## src/mode_ctrl_defines.vh

```
// Constants for the dual switch operating-mode controller.
// Assumes a 40 MHz system clock and a classic Wishbone register bus.
`ifndef MODE_CTRL_DEFINES_VH
`define MODE_CTRL_DEFINES_VH

// Clock rate and documented times.
`define CLK_KHZ 40000
`define WDT_TIMEOUT_MS 310
`define WDT_TIMEOUT_CYC (`WDT_TIMEOUT_MS * `CLK_KHZ)
`define IDLE_TIMEOUT_MS 250
`define IDLE_TIMEOUT_CYC (`IDLE_TIMEOUT_MS * `CLK_KHZ)
`define WAKE_SETTLE_US 50
`define WAKE_SETTLE_CYC ((`WAKE_SETTLE_US * `CLK_KHZ + 999) / 1000)

// Modulation: 256 steps per period, period no shorter than 1 ms.
`define PWM_MAX_HZ 1000
`define PWM_STEPS 256
`define PWM_STEP_HZ (`PWM_MAX_HZ * `PWM_STEPS)
`define PWM_BASE_DIV ((`CLK_KHZ * 1000 + `PWM_STEP_HZ - 1) / `PWM_STEP_HZ)

// Operating modes.
`define MODE_SLEEP 2'h0
`define MODE_NORMAL 2'h1
`define MODE_FAILSAFE 2'h2
`define MODE_FAULT 2'h3

// Register word indices (byte address = index * 4).
`define REG_GLOBAL_CONFIG 3'h0
`define REG_GLOBAL_STATUS 3'h1
`define REG_PULSE_WIDTH_A 3'h2
`define REG_PULSE_WIDTH_B 3'h3
`define REG_CHAN_CONFIG_A 3'h4
`define REG_CHAN_CONFIG_B 3'h5
`define REG_OVERCURRENT_A 3'h6
`define REG_OVERCURRENT_B 3'h7

// Global config fields.
`define GCR_SUPPLY_LOSS_EN 0
`define GCR_OV_GATE 1
`define GCR_WD_DISABLE 4
`define GCR_RESET 8'h02

// Channel config fields.
`define CCR_ON 0
`define CCR_PWM_EN 1
`define CCR_EXT_CLK 2
`define CCR_DIR_DIS 3
`define CCR_PRESC_LSB 4
`define CCR_RESET 8'h00

// Pulse width: duty in 7:0, turn-on delay in 15:8.
`define PWR_RESET 16'h0000
`define OCR_RESET 8'h00

`endif

```

## src/input_activity.v

```verilog
// Direct input synchroniser, edge detector and idle timeout.
// Assumes a free running system clock and a synchronous reset.
`timescale 1ns/1ps
`include "mode_ctrl_defines.vh"

module input_activity #(
    parameter [31:0] IDLE_CYC = `IDLE_TIMEOUT_CYC
) (
    // Clock and reset
    input wire clk_i,
    input wire rst_i,
    // Pin and enable
    input wire pin_i,
    input wire arm_i,
    // Results
    output wire level_o,
    output wire active_o
);

reg sync1_reg;
reg sync2_reg;
reg prev_reg;
reg active_reg;
reg [23:0] idle_reg;
wire rise;

assign rise = sync2_reg & ~prev_reg;
assign level_o = sync2_reg;
assign active_o = active_reg;

always @(posedge clk_i) begin
    if (rst_i) begin
        sync1_reg <= 1'b0;
        sync2_reg <= 1'b0;
        prev_reg <= 1'b0;
        active_reg <= 1'b0;
        idle_reg <= 24'h000000;
    end else begin
        sync1_reg <= pin_i;
        sync2_reg <= sync1_reg;
        prev_reg <= sync2_reg;
        // Idle time counts only while the input stays low.
        if (sync2_reg) begin
            idle_reg <= 24'h000000;
        end else if ({8'h00, idle_reg} < IDLE_CYC) begin
            idle_reg <= idle_reg + 24'h000001;
        end
        if (rise && arm_i) begin
            active_reg <= 1'b1;
        end else if (!sync2_reg && {8'h00, idle_reg} >= IDLE_CYC) begin
            active_reg <= 1'b0;
        end
    end
end

endmodule // input_activity

```

## src/mode_controller.v

```verilog
// Operating-mode controller of a dual channel high side switch.
// Assumes synchronous fault and supply flags, parallel serial words,
// and a classic Wishbone master on the register port.
// Functional notes
// - Mode: sleep, normal, fail-safe or fault from wake, fail-safe, fault.
// - Wake term is reset input OR either input activity flag.
// - Fail-safe on logic supply loss when enabled, or watchdog timeout.
// - Fault term ORs channel faults, undervoltage and gated overvoltage.
// - Watchdog disable bit 4 of global config blocks timeout fail-safe.
// - Input low longer than 250 ms clears that activity flag.
// - Both flags low and reset input low gives sleep.
// - Rising wake or direct input edge with supplies present gives normal.
// - Wake-up clears registers; functions available 50 us later.
// - Drive is input unless disabled, or on bit with duty when modulated.
// - Duty value comes from bits 7..0 of pulse width register.
// - Reset input low or fail-safe: channels follow direct inputs only.
// - Fault turns affected channels off; sleep turns all off.
// - Watchdog runs in normal with logic supply, enabled, wake high.
// - Normal mode flag readable and high while in normal mode.
// - Internal clock sets period; external clock sets frequency.
// - Modulation up to 1 kHz from internal or external clock.
// - Direct input mode follows input at once; turn-on delay only offsets modulation.
// - Pulse width, channel config, overcurrent registers per channel.
// - Top bit of every serial word is the watchdog toggle bit.
// - Fail-safe exit: word with toggle 1, second word within timeout.
// - Watchdog timeout counted from the internal clock.
`timescale 1ns/1ps
`include "mode_ctrl_defines.vh"

module mode_controller #(
    parameter [31:0] WDT_CYC = `WDT_TIMEOUT_CYC,
    parameter [31:0] IDLE_CYC = `IDLE_TIMEOUT_CYC
) (
    // Clock and reset
    input wire clk_i,
    input wire rst_i,
    // Wishbone slave
    input wire wb_cyc_i,
    input wire wb_stb_i,
    input wire wb_we_i,
    input wire [7:0] wb_adr_i,
    input wire [3:0] wb_sel_i,
    input wire [31:0] wb_dat_i,
    output wire [31:0] wb_dat_o,
    output wire wb_ack_o,
    // Wake and direct inputs
    input wire wake_reset_input_n_i,
    input wire dir_in_a_i,
    input wire dir_in_b_i,
    input wire ext_clock_i,
    // Received serial words
    input wire word_valid_i,
    input wire [15:0] word_data_i,
    // Supplies and faults
    input wire power_supply_ok_i,
    input wire logic_supply_ok_i,
    input wire [1:0] overcurrent_fault_i,
    input wire [1:0] overtemperature_fault_i,
    input wire [1:0] severe_short_fault_i,
    input wire undervoltage_fault_i,
    input wire overvoltage_fault_i,
    // Outputs
    output wire switch_output_a_o,
    output wire switch_output_b_o,
    output wire failsafe_output_n_o,
    output wire normal_mode_flag_o,
    output wire [1:0] mode_o
);

// Modulation phase hit, with the turn-on delay as phase offset.
function duty_hit;
    input [7:0] phase;
    input [7:0] delay;
    input [7:0] duty;
    reg [7:0] shifted;
    begin
        shifted = phase - delay;
        duty_hit = (shifted < duty);
    end
endfunction

// Internal modulation tick period for a prescaler value.
function [15:0] tick_limit;
    input [3:0] presc;
    reg [31:0] prod;
    begin
        prod = `PWM_BASE_DIV * ({28'h0000000, presc} + 32'h00000001);
        tick_limit = prod[15:0] - 16'h0001;
    end
endfunction

reg wk_s1_reg, wk_s2_reg, wk_s3_reg, wake_prev_reg;
reg ext_s1_reg, ext_s2_reg, ext_s3_reg;
reg [1:0] mode_reg, mode_next;
reg [23:0] wdt_cnt_reg, exit_cnt_reg;
reg wdt_expired_reg, toggle_prev_reg, exit_arm_reg;
reg vdd_seen_reg, vdd_lost_reg, ready_reg;
reg [11:0] settle_reg;
reg [7:0] gcr_reg;
reg [15:0] pwr_reg [0:1], presc_cnt_reg [0:1];
reg [7:0] ccr_reg [0:1], ocr_reg [0:1], phase_reg [0:1];
reg ack_reg, drive_a_reg, drive_b_reg, fs_n_reg, nm_reg;
reg [31:0] dat_reg, rd_next;
wire lvl_a, lvl_b, act_a, act_b;
wire wake_term, wake_rise, wk_rise, failsafe_term, fault_term;
wire wdt_run, word_toggle, regs_clear, regs_live, ext_rise, req, ov_gated;
wire [1:0] chan_fault, hson, dir_lvl;
wire [2:0] idx;
integer i, j;
input_activity #(.IDLE_CYC(IDLE_CYC)) act_a_inst (
    .clk_i(clk_i), .rst_i(rst_i),
    .pin_i(dir_in_a_i),
    .arm_i(power_supply_ok_i),
    .level_o(lvl_a), .active_o(act_a)
);
input_activity #(.IDLE_CYC(IDLE_CYC)) act_b_inst (
    .clk_i(clk_i), .rst_i(rst_i),
    .pin_i(dir_in_b_i),
    .arm_i(power_supply_ok_i),
    .level_o(lvl_b), .active_o(act_b)
);
assign dir_lvl = {lvl_b, lvl_a};
assign wk_rise = wk_s2_reg & ~wk_s3_reg;
assign wake_term = wk_s2_reg | act_a | act_b;
assign wake_rise = wake_term & ~wake_prev_reg;
assign ov_gated = overvoltage_fault_i & gcr_reg[`GCR_OV_GATE];
assign fault_term = (|overcurrent_fault_i) | (|overtemperature_fault_i) |
    (|severe_short_fault_i) | undervoltage_fault_i | ov_gated;
assign chan_fault = overcurrent_fault_i | overtemperature_fault_i |
    severe_short_fault_i | {2{undervoltage_fault_i | ov_gated}};
// The expired flag survives the register clear of fail-safe mode.
assign failsafe_term = vdd_lost_reg |
    (wdt_expired_reg & ~gcr_reg[`GCR_WD_DISABLE]);
assign wdt_run = (mode_reg == `MODE_NORMAL) & logic_supply_ok_i &
    ~gcr_reg[`GCR_WD_DISABLE] & wk_s2_reg;
assign word_toggle = word_data_i[15];
assign regs_clear = wake_rise | (mode_reg == `MODE_SLEEP) |
    (mode_reg == `MODE_FAILSAFE);
assign regs_live = (mode_reg == `MODE_NORMAL) & wk_s2_reg & ready_reg;
assign ext_rise = ext_s2_reg & ~ext_s3_reg;
assign req = wb_cyc_i & wb_stb_i;
assign idx = wb_adr_i[4:2];

assign wb_dat_o = dat_reg;
assign wb_ack_o = ack_reg;
assign switch_output_a_o = drive_a_reg;
assign switch_output_b_o = drive_b_reg;
assign failsafe_output_n_o = fs_n_reg;
assign normal_mode_flag_o = nm_reg;
assign mode_o = mode_reg;

// Mode decode from the three terms.
always @* begin
    if (!wake_term) begin
        mode_next = `MODE_SLEEP;
    end else if (fault_term) begin
        mode_next = `MODE_FAULT;
    end else if (failsafe_term) begin
        mode_next = `MODE_FAILSAFE;
    end else begin
        mode_next = `MODE_NORMAL;
    end
end

// Synchronisers, mode, supply-loss tracking and wake settle time.
always @(posedge clk_i) begin
    if (rst_i) begin
        wk_s1_reg <= 1'b0;
        wk_s2_reg <= 1'b0;
        wk_s3_reg <= 1'b0;
        wake_prev_reg <= 1'b0;
        ext_s1_reg <= 1'b0;
        ext_s2_reg <= 1'b0;
        ext_s3_reg <= 1'b0;
        mode_reg <= `MODE_SLEEP;
        vdd_seen_reg <= 1'b0;
        vdd_lost_reg <= 1'b0;
        settle_reg <= 12'h000;
        ready_reg <= 1'b0;
    end else begin
        wk_s1_reg <= wake_reset_input_n_i;
        wk_s2_reg <= wk_s1_reg;
        wk_s3_reg <= wk_s2_reg;
        wake_prev_reg <= wake_term;
        ext_s1_reg <= ext_clock_i;
        ext_s2_reg <= ext_s1_reg;
        ext_s3_reg <= ext_s2_reg;
        mode_reg <= mode_next;
        if (logic_supply_ok_i) begin
            vdd_seen_reg <= 1'b1;
            vdd_lost_reg <= 1'b0;
        end else if (vdd_seen_reg && gcr_reg[`GCR_SUPPLY_LOSS_EN]) begin
            vdd_lost_reg <= 1'b1;
        end
        if (wake_rise || !wake_term) begin
            settle_reg <= 12'h000;
            ready_reg <= 1'b0;
        end else if (settle_reg == `WAKE_SETTLE_CYC - 1) begin
            ready_reg <= 1'b1;
        end else begin
            settle_reg <= settle_reg + 12'h001;
        end
    end
end

// Serial watchdog and the fail-safe exit sequence.
always @(posedge clk_i) begin
    if (rst_i) begin
        wdt_cnt_reg <= 24'h000000;
        wdt_expired_reg <= 1'b0;
        toggle_prev_reg <= 1'b0;
        exit_arm_reg <= 1'b0;
        exit_cnt_reg <= 24'h000000;
    end else begin
        if (word_valid_i) begin
            toggle_prev_reg <= word_toggle;
        end
        if (wk_rise) begin
            wdt_cnt_reg <= 24'h000000;
        end else if (word_valid_i && word_toggle != toggle_prev_reg) begin
            wdt_cnt_reg <= 24'h000000;
        end else if (wdt_run) begin
            if ({8'h00, wdt_cnt_reg} >= WDT_CYC - 32'h00000001) begin
                wdt_expired_reg <= 1'b1;
            end else begin
                wdt_cnt_reg <= wdt_cnt_reg + 24'h000001;
            end
        end
        if (mode_reg != `MODE_FAILSAFE) begin
            exit_arm_reg <= 1'b0;
            exit_cnt_reg <= 24'h000000;
        end else if (exit_arm_reg) begin
            if (word_valid_i) begin
                wdt_expired_reg <= 1'b0;
                wdt_cnt_reg <= 24'h000000;
                exit_arm_reg <= 1'b0;
            end else if ({8'h00, exit_cnt_reg} >= WDT_CYC - 32'h00000001) begin
                exit_arm_reg <= 1'b0;
            end else begin
                exit_cnt_reg <= exit_cnt_reg + 24'h000001;
            end
        end else if (word_valid_i && word_toggle) begin
            exit_arm_reg <= 1'b1;
            exit_cnt_reg <= 24'h000000;
        end
    end
end

// Read mux.
always @* begin
    rd_next = 32'h00000000;
    if (wb_adr_i[7:5] == 3'h0) begin
        case (idx)
            `REG_GLOBAL_CONFIG: rd_next = {24'h000000, gcr_reg};
            `REG_GLOBAL_STATUS: rd_next = {22'h000000, drive_b_reg,
                drive_a_reg, ready_reg, act_b, act_a, vdd_lost_reg,
                wdt_expired_reg, nm_reg, mode_reg};
            `REG_PULSE_WIDTH_A: rd_next = {16'h0000, pwr_reg[0]};
            `REG_PULSE_WIDTH_B: rd_next = {16'h0000, pwr_reg[1]};
            `REG_CHAN_CONFIG_A: rd_next = {24'h000000, ccr_reg[0]};
            `REG_CHAN_CONFIG_B: rd_next = {24'h000000, ccr_reg[1]};
            `REG_OVERCURRENT_A: rd_next = {24'h000000, ocr_reg[0]};
            `REG_OVERCURRENT_B: rd_next = {24'h000000, ocr_reg[1]};
            default: rd_next = 32'h00000000;
        endcase
    end
end

// Bus handshake and register writes; a write lands on the edge that ends the ack cycle.
always @(posedge clk_i) begin
    if (rst_i) begin
        ack_reg <= 1'b0;
        dat_reg <= 32'h00000000;
    end else begin
        ack_reg <= req & ~ack_reg;
        dat_reg <= (req & ~ack_reg) ? rd_next : 32'h00000000;
    end
end

always @(posedge clk_i) begin
    if (rst_i || regs_clear) begin
        gcr_reg <= `GCR_RESET;
        for (j = 0; j < 2; j = j + 1) begin
            pwr_reg[j] <= `PWR_RESET;
            ccr_reg[j] <= `CCR_RESET;
            ocr_reg[j] <= `OCR_RESET;
        end
    end else if (req && ack_reg && wb_we_i && wb_adr_i[7:5] == 3'h0) begin
        case (idx)
            `REG_GLOBAL_CONFIG: if (wb_sel_i[0]) gcr_reg <= wb_dat_i[7:0];
            `REG_PULSE_WIDTH_A, `REG_PULSE_WIDTH_B: begin
                if (wb_sel_i[0]) pwr_reg[idx[0]][7:0] <= wb_dat_i[7:0];
                if (wb_sel_i[1]) pwr_reg[idx[0]][15:8] <= wb_dat_i[15:8];
            end
            `REG_CHAN_CONFIG_A, `REG_CHAN_CONFIG_B: begin
                if (wb_sel_i[0]) ccr_reg[idx[0]] <= wb_dat_i[7:0];
            end
            `REG_OVERCURRENT_A, `REG_OVERCURRENT_B: begin
                if (wb_sel_i[0]) ocr_reg[idx[0]] <= wb_dat_i[7:0];
            end
            default: begin
            end
        endcase
    end
end

// Modulation phase per channel, internal or external period.
always @(posedge clk_i) begin
    for (i = 0; i < 2; i = i + 1) begin
        if (rst_i || !ccr_reg[i][`CCR_PWM_EN]) begin
            presc_cnt_reg[i] <= 16'h0000;
            phase_reg[i] <= 8'h00;
        end else if (ccr_reg[i][`CCR_EXT_CLK]) begin
            if (ext_rise) begin
                presc_cnt_reg[i] <= 16'h0000;
                phase_reg[i] <= 8'h00;
            end else if (presc_cnt_reg[i] == tick_limit(4'h0)) begin
                presc_cnt_reg[i] <= 16'h0000;
                if (phase_reg[i] != 8'hff) begin
                    phase_reg[i] <= phase_reg[i] + 8'h01;
                end
            end else begin
                presc_cnt_reg[i] <= presc_cnt_reg[i] + 16'h0001;
            end
        end else if (presc_cnt_reg[i] ==
            tick_limit(ccr_reg[i][`CCR_PRESC_LSB +: 4])) begin
            presc_cnt_reg[i] <= 16'h0000;
            phase_reg[i] <= phase_reg[i] + 8'h01;
        end else begin
            presc_cnt_reg[i] <= presc_cnt_reg[i] + 16'h0001;
        end
    end
end

// Drive targets; registers only steer while live in normal mode.
genvar g;
generate
    for (g = 0; g < 2; g = g + 1) begin : drive_gen
        assign hson[g] = (dir_lvl[g] & ~(regs_live &
            ccr_reg[g][`CCR_DIR_DIS])) |
            (regs_live & ccr_reg[g][`CCR_ON] & ccr_reg[g][`CCR_PWM_EN] &
            duty_hit(phase_reg[g], pwr_reg[g][15:8],
            pwr_reg[g][7:0])) |
            (regs_live & ccr_reg[g][`CCR_ON] & ~ccr_reg[g][`CCR_PWM_EN]);
    end
endgenerate

always @(posedge clk_i) begin
    if (rst_i) begin
        drive_a_reg <= 1'b0;
        drive_b_reg <= 1'b0;
        fs_n_reg <= 1'b1;
        nm_reg <= 1'b0;
    end else begin
        drive_a_reg <= hson[0] & (mode_next != `MODE_SLEEP) &
            ~chan_fault[0];
        drive_b_reg <= hson[1] & (mode_next != `MODE_SLEEP) &
            ~chan_fault[1];
        fs_n_reg <= (mode_next != `MODE_FAILSAFE);
        nm_reg <= (mode_next == `MODE_NORMAL);
    end
end

endmodule // mode_controller

```

## config.mk

```make
export PLATFORM = sky130hd
export DESIGN_NAME = mode_controller
export DESIGN_NICKNAME = d
export VERILOG_FILES = /design/src/input_activity.v /design/src/mode_controller.v
export VERILOG_INCLUDE_DIRS = /design/src
export SDC_FILE = /design/constraint.sdc
export NUM_CORES = 1
export LEC_CHECK = 0
export BUFFER_PORTS_ARGS = -buffer_cell sky130_fd_sc_hd__clkbuf_2
export CORE_UTILIZATION = 45
export CTS_CLUSTER_DIAMETER = 50
export DETAILED_ROUTE_END_ITERATION = 7
export GPL_TIMING_DRIVEN = 1
export PLACE_DENSITY = 0.66
export SLEW_MARGIN = 25
export SYNTH_ARGS = -nofsm -noshare
export SYNTH_HDL_FRONTEND = slang
export SYNTH_SLANG_ARGS = --single-unit
export TNS_END_PERCENT = 10
```

## constraint.sdc

```tcl
create_clock -name clk_i -period 10.8 [get_ports clk_i]
set_input_delay 0.54 -clock clk_i [delete_from_list [all_inputs] [get_ports clk_i]]
set_output_delay 0.54 -clock clk_i [all_outputs]
set_load 0.01 [all_outputs]
```

==> impl_results.md <==
- Outcome: complete, no violations
- CTS root buffer: sky130_fd_sc_hd__clkbuf_16
- Portion of the post-synthesis area used by sequential elements: 40.9%
- Skew-Pair Late Insertion Delay: 520 ps
- Slew margin rel.: 28.5%
- Fin util: 51.9%
- Warnings, synthesis: 0
- Number of stages on the worst hold path: 2
- Total routed wirelength: 35.2 mm
- Final count of negative-setup-slack endpoints: 0
- Worst Tran Pin Value: 1060 ps
- Data required time of the critical path: 10990 ps
- # H-tree levels: 2
- Total cell area at the placement stage: 16800 µm²
- Count of distinct cell types in the synthesized netlist: 80
- Detailed placement HPWL: 26.0 mm
- Vias in the first global route: 11700
- Critical R2R Launch: ccr_reg[0][4]
- All-layer global routing usage: 19.6%
- Share of the synthesized area in the top cell type: 21.0%
- Number of hold buffers added after CTS: 0
- Number of synthesized flops with an enable pin: 112
- Data arrival time of the worst path: 5930 ps
- Boundary Pins: 119
- Post-Route Skew: 16.6 ps
- Standby leakage power: 7.30 nW
- TritonCTS Buffers: 36
- Sink of the worst hold path: wk_s1_reg
- Pin count of the biggest net entering global routing: 38
- Worst hold path type: in2reg
- Top cells by area in the synthesized netlist: sky130_fd_sc_hd__edfxtp_1 (21%), sky130_fd_sc_hd__dfxtp_1 (20%), sky130_fd_sc_hd__ha_1 (7.8%)
- Pre-antenna DRT Iters: 4
- Post-synthesis average cell area: 9.36 µm²
- Commonest cells after routing, fill and taps aside: sky130_fd_sc_hd__nor2_1 (211), sky130_fd_sc_hd__dfxtp_1 (160), sky130_fd_sc_hd__xor2_1 (117)
- DR DRC count: 0
- Global-route wire length before repair: 57.7 mm
- Most common cell after layout, fill and taps aside: sky130_fd_sc_hd__nor2_1
- Synthesized flop and latch total: 272
- Post-DRT Antenna Nets: 0
- Detailed Route Iter0 Violations: 739
- Capture instance of the worst register-to-register path: phase_reg[0][0]
- I/O Buffers: 67
- Clock tree from TritonCTS: done
- Die extent in y: 191 µm
- Overall die area: 36400 µm²
- Endpoint kind of the worst setup timing path: flip-flop
- Core area: 34800 µm²
- Placed Cells: 2226
- Largest area contributor in the synthesized netlist: sky130_fd_sc_hd__edfxtp_1
- Final Wtd Congestion: 0.863
- Fraction of layout cells with a size suffix above 1: 8.99%
- Commonest register cell after synthesis: sky130_fd_sc_hd__dfxtp_1
- Hold Path Origin: wake_reset_input_n_i
- Worst vdd ir: 0.108 mV
- Placement row count: 68
- Count of buffers added by post-CTS timing repair for setup: 0
- Share of the clock period used by the worst path: 53.2%
- RSZ-0062 raised after global routing: false
- DIE WIDTH: 191 µm
- Max-slew violation total from the final report: 0
- Number of buffers on the longest clock path: 3
- Total overflow reported by the global router: 0
- Mean routed wirelength per cell: 15.3 µm
- Antenna violations before repair: 0
- Number of standard cells in the layout, taps in and fillers out: 2292
- Number of max-cap violations: 0
- Post-Layout Inst Area: 18100 µm²
- Signed area change from the synthesized netlist to the final layout: 12.5%
- Nets@finish: 2004
- Critical-path maximum fanout: 10
- Sink count of the clock tree: 272
- Maximum clock rate: 174 MHz
- Hold slack final: 226 ps
- Total via count in the routed design: 12200
- Clock Pin Slew Worst Setup and Hold Paths: 60 ps
- Via density per instance: 5.31
- Critical path startpoint category: flip-flop
- Post-CTS Resized: 0
- Flop2flop setup slack: 5050 ps
- Initial core utilization: 46.1%
- Shortest period the worst path allows: 5750 ps
- Kind of critical path: reg2reg
- Fill cells: 3179
- Synth Cell Area: 16100 µm²
- Number of hold violations in the final report: 0
- Post-synth ARST share: 0%
- Power density cells: 149 nW/µm²
- Worst reg-to-reg path cell count: 16
- Synth Instances: 1715
- Setup TNS after final layout: 0 ps
stage by stage:
stage                     total power, mW  worst slack [ps]
after floorplan                      1.41              5820
after global placement               1.48              5100
after detailed placement             1.49              5040
after CTS                            2.71              5020
after global routing                 2.80              4630
final                                2.68              5050
report_power, final:
part	leakage (nW)	total, mW	internal (mW)	switching, mW
logic	4.11	0.369	0.156	0.213
registers	2.59	1.11	1.09	0.0211
clock network	0.605	1.21	0.735	0.473
routing by layer:
layer	share of wire (%)	up-vias	GRT usage, %
met4	2.2	0	6.28
met2	44	283	30.6
met3	6.2	54	3.59
met5	0	-	0
met1	47	5728	27.4
li1	-	6097	-
kinds of logic (layout without fill, tap and decap cells):
group / after synthesis / after routing / synth area share [%]
adders and majority gates: 115 / 115 / 9.66
other: 2 / 49 / 0.0468
muxes: 37 / 37 / 2.70
AOI/OAI and AO/OA: 233 / 233 / 9.45
DFF: 272 / 272 / 40.9
xor gates and xnor gates: 192 / 192 / 10.7
buffers and inverters: 161 / 236 / 4.34
and+or+nand+nor: 703 / 703 / 22.2
synth_stat cells (4+ instances only):
cell	number
sky130_fd_sc_hd__o211ai_1	5
sky130_fd_sc_hd__fa_1	15
sky130_fd_sc_hd__xor2_1	117
sky130_fd_sc_hd__o21ai_0	49
sky130_fd_sc_hd__nor2b_1	23
sky130_fd_sc_hd__xnor2_1	72
sky130_fd_sc_hd__and2_1	66
sky130_fd_sc_hd__a21o_1	16
sky130_fd_sc_hd__and3_1	51
sky130_fd_sc_hd__a21oi_1	72
sky130_fd_sc_hd__mux4_2	5
sky130_fd_sc_hd__nor2_1	211
sky130_fd_sc_hd__nor3_1	36
sky130_fd_sc_hd__o31ai_1	4
sky130_fd_sc_hd__o22ai_1	6
sky130_fd_sc_hd__nor4b_1	4
sky130_fd_sc_hd__nor3b_1	4
sky130_fd_sc_hd__or3_1	22
sky130_fd_sc_hd__nand4_1	34
sky130_fd_sc_hd__nor4_1	10
sky130_fd_sc_hd__nand2b_1	12
sky130_fd_sc_hd__inv_1	103
sky130_fd_sc_hd__nand3_1	78
sky130_fd_sc_hd__o21bai_1	6
sky130_fd_sc_hd__o2111ai_1	4
sky130_fd_sc_hd__nand2_1	110
sky130_fd_sc_hd__mux2i_1	31
sky130_fd_sc_hd__a211oi_1	14
sky130_fd_sc_hd__or2_2	14
sky130_fd_sc_hd__buf_4	17
sky130_fd_sc_hd__nand3b_1	5
sky130_fd_sc_hd__a221oi_1	5
sky130_fd_sc_hd__dfxtp_1	160
sky130_fd_sc_hd__a21boi_0	6
sky130_fd_sc_hd__o21a_1	10
sky130_fd_sc_hd__and4_1	7
sky130_fd_sc_hd__clkbuf_1	30
sky130_fd_sc_hd__ha_1	100
sky130_fd_sc_hd__buf_2	5
sky130_fd_sc_hd__edfxtp_1	112
sky130_fd_sc_hd__a31oi_1	7
worst max path at each step:
stage	startpoint	to	slack [ps]	cells past startpoint
after CTS	ccr_reg[0][4]	phase_reg[0][0]	5020	16
after global routing	ccr_reg[0][4]	phase_reg[0][0]	4630	16
final	ccr_reg[0][4]	phase_reg[0][0]	5050	16
after floorplan	ccr_reg[0][5]	phase_reg[0][0]	5820	15
after detailed placement	ccr_reg[0][4]	phase_reg[0][2]	5040	16
after global placement	ccr_reg[0][4]	phase_reg[0][2]	5100	16
critical path, cell delays in order (launching register included):
cell	delay (ps)
sky130_fd_sc_hd__edfxtp_1	600
sky130_fd_sc_hd__nand3_1	150
sky130_fd_sc_hd__xor2_1	580
sky130_fd_sc_hd__inv_1	280
sky130_fd_sc_hd__ha_1	410
sky130_fd_sc_hd__xor2_1	180
sky130_fd_sc_hd__xnor2_1	210
sky130_fd_sc_hd__fa_1	460
sky130_fd_sc_hd__ha_1	430
sky130_fd_sc_hd__a21oi_1	150
sky130_fd_sc_hd__or2b_1	240
sky130_fd_sc_hd__a21boi_2	190
sky130_fd_sc_hd__mux2i_1	90
sky130_fd_sc_hd__a2111o_1	450
sky130_fd_sc_hd__nor4b_4	380
sky130_fd_sc_hd__a41oi_4	250
sky130_fd_sc_hd__nand2_1	340
area by class of cell:
class                      count  area [µm²]  area share, %
antenna                        1        2.50         0.0139
sequential                   272        6570           36.4
timing repair buffer          68         343           1.90
tap                          455         569           3.15
multi-input combinational   1328        8960           49.6
inverter                     103         387           2.14
clock inverter                17         156          0.866
clock buffer                  48        1070           5.94
Note: power is estimated with default switching activity, not from simulation.
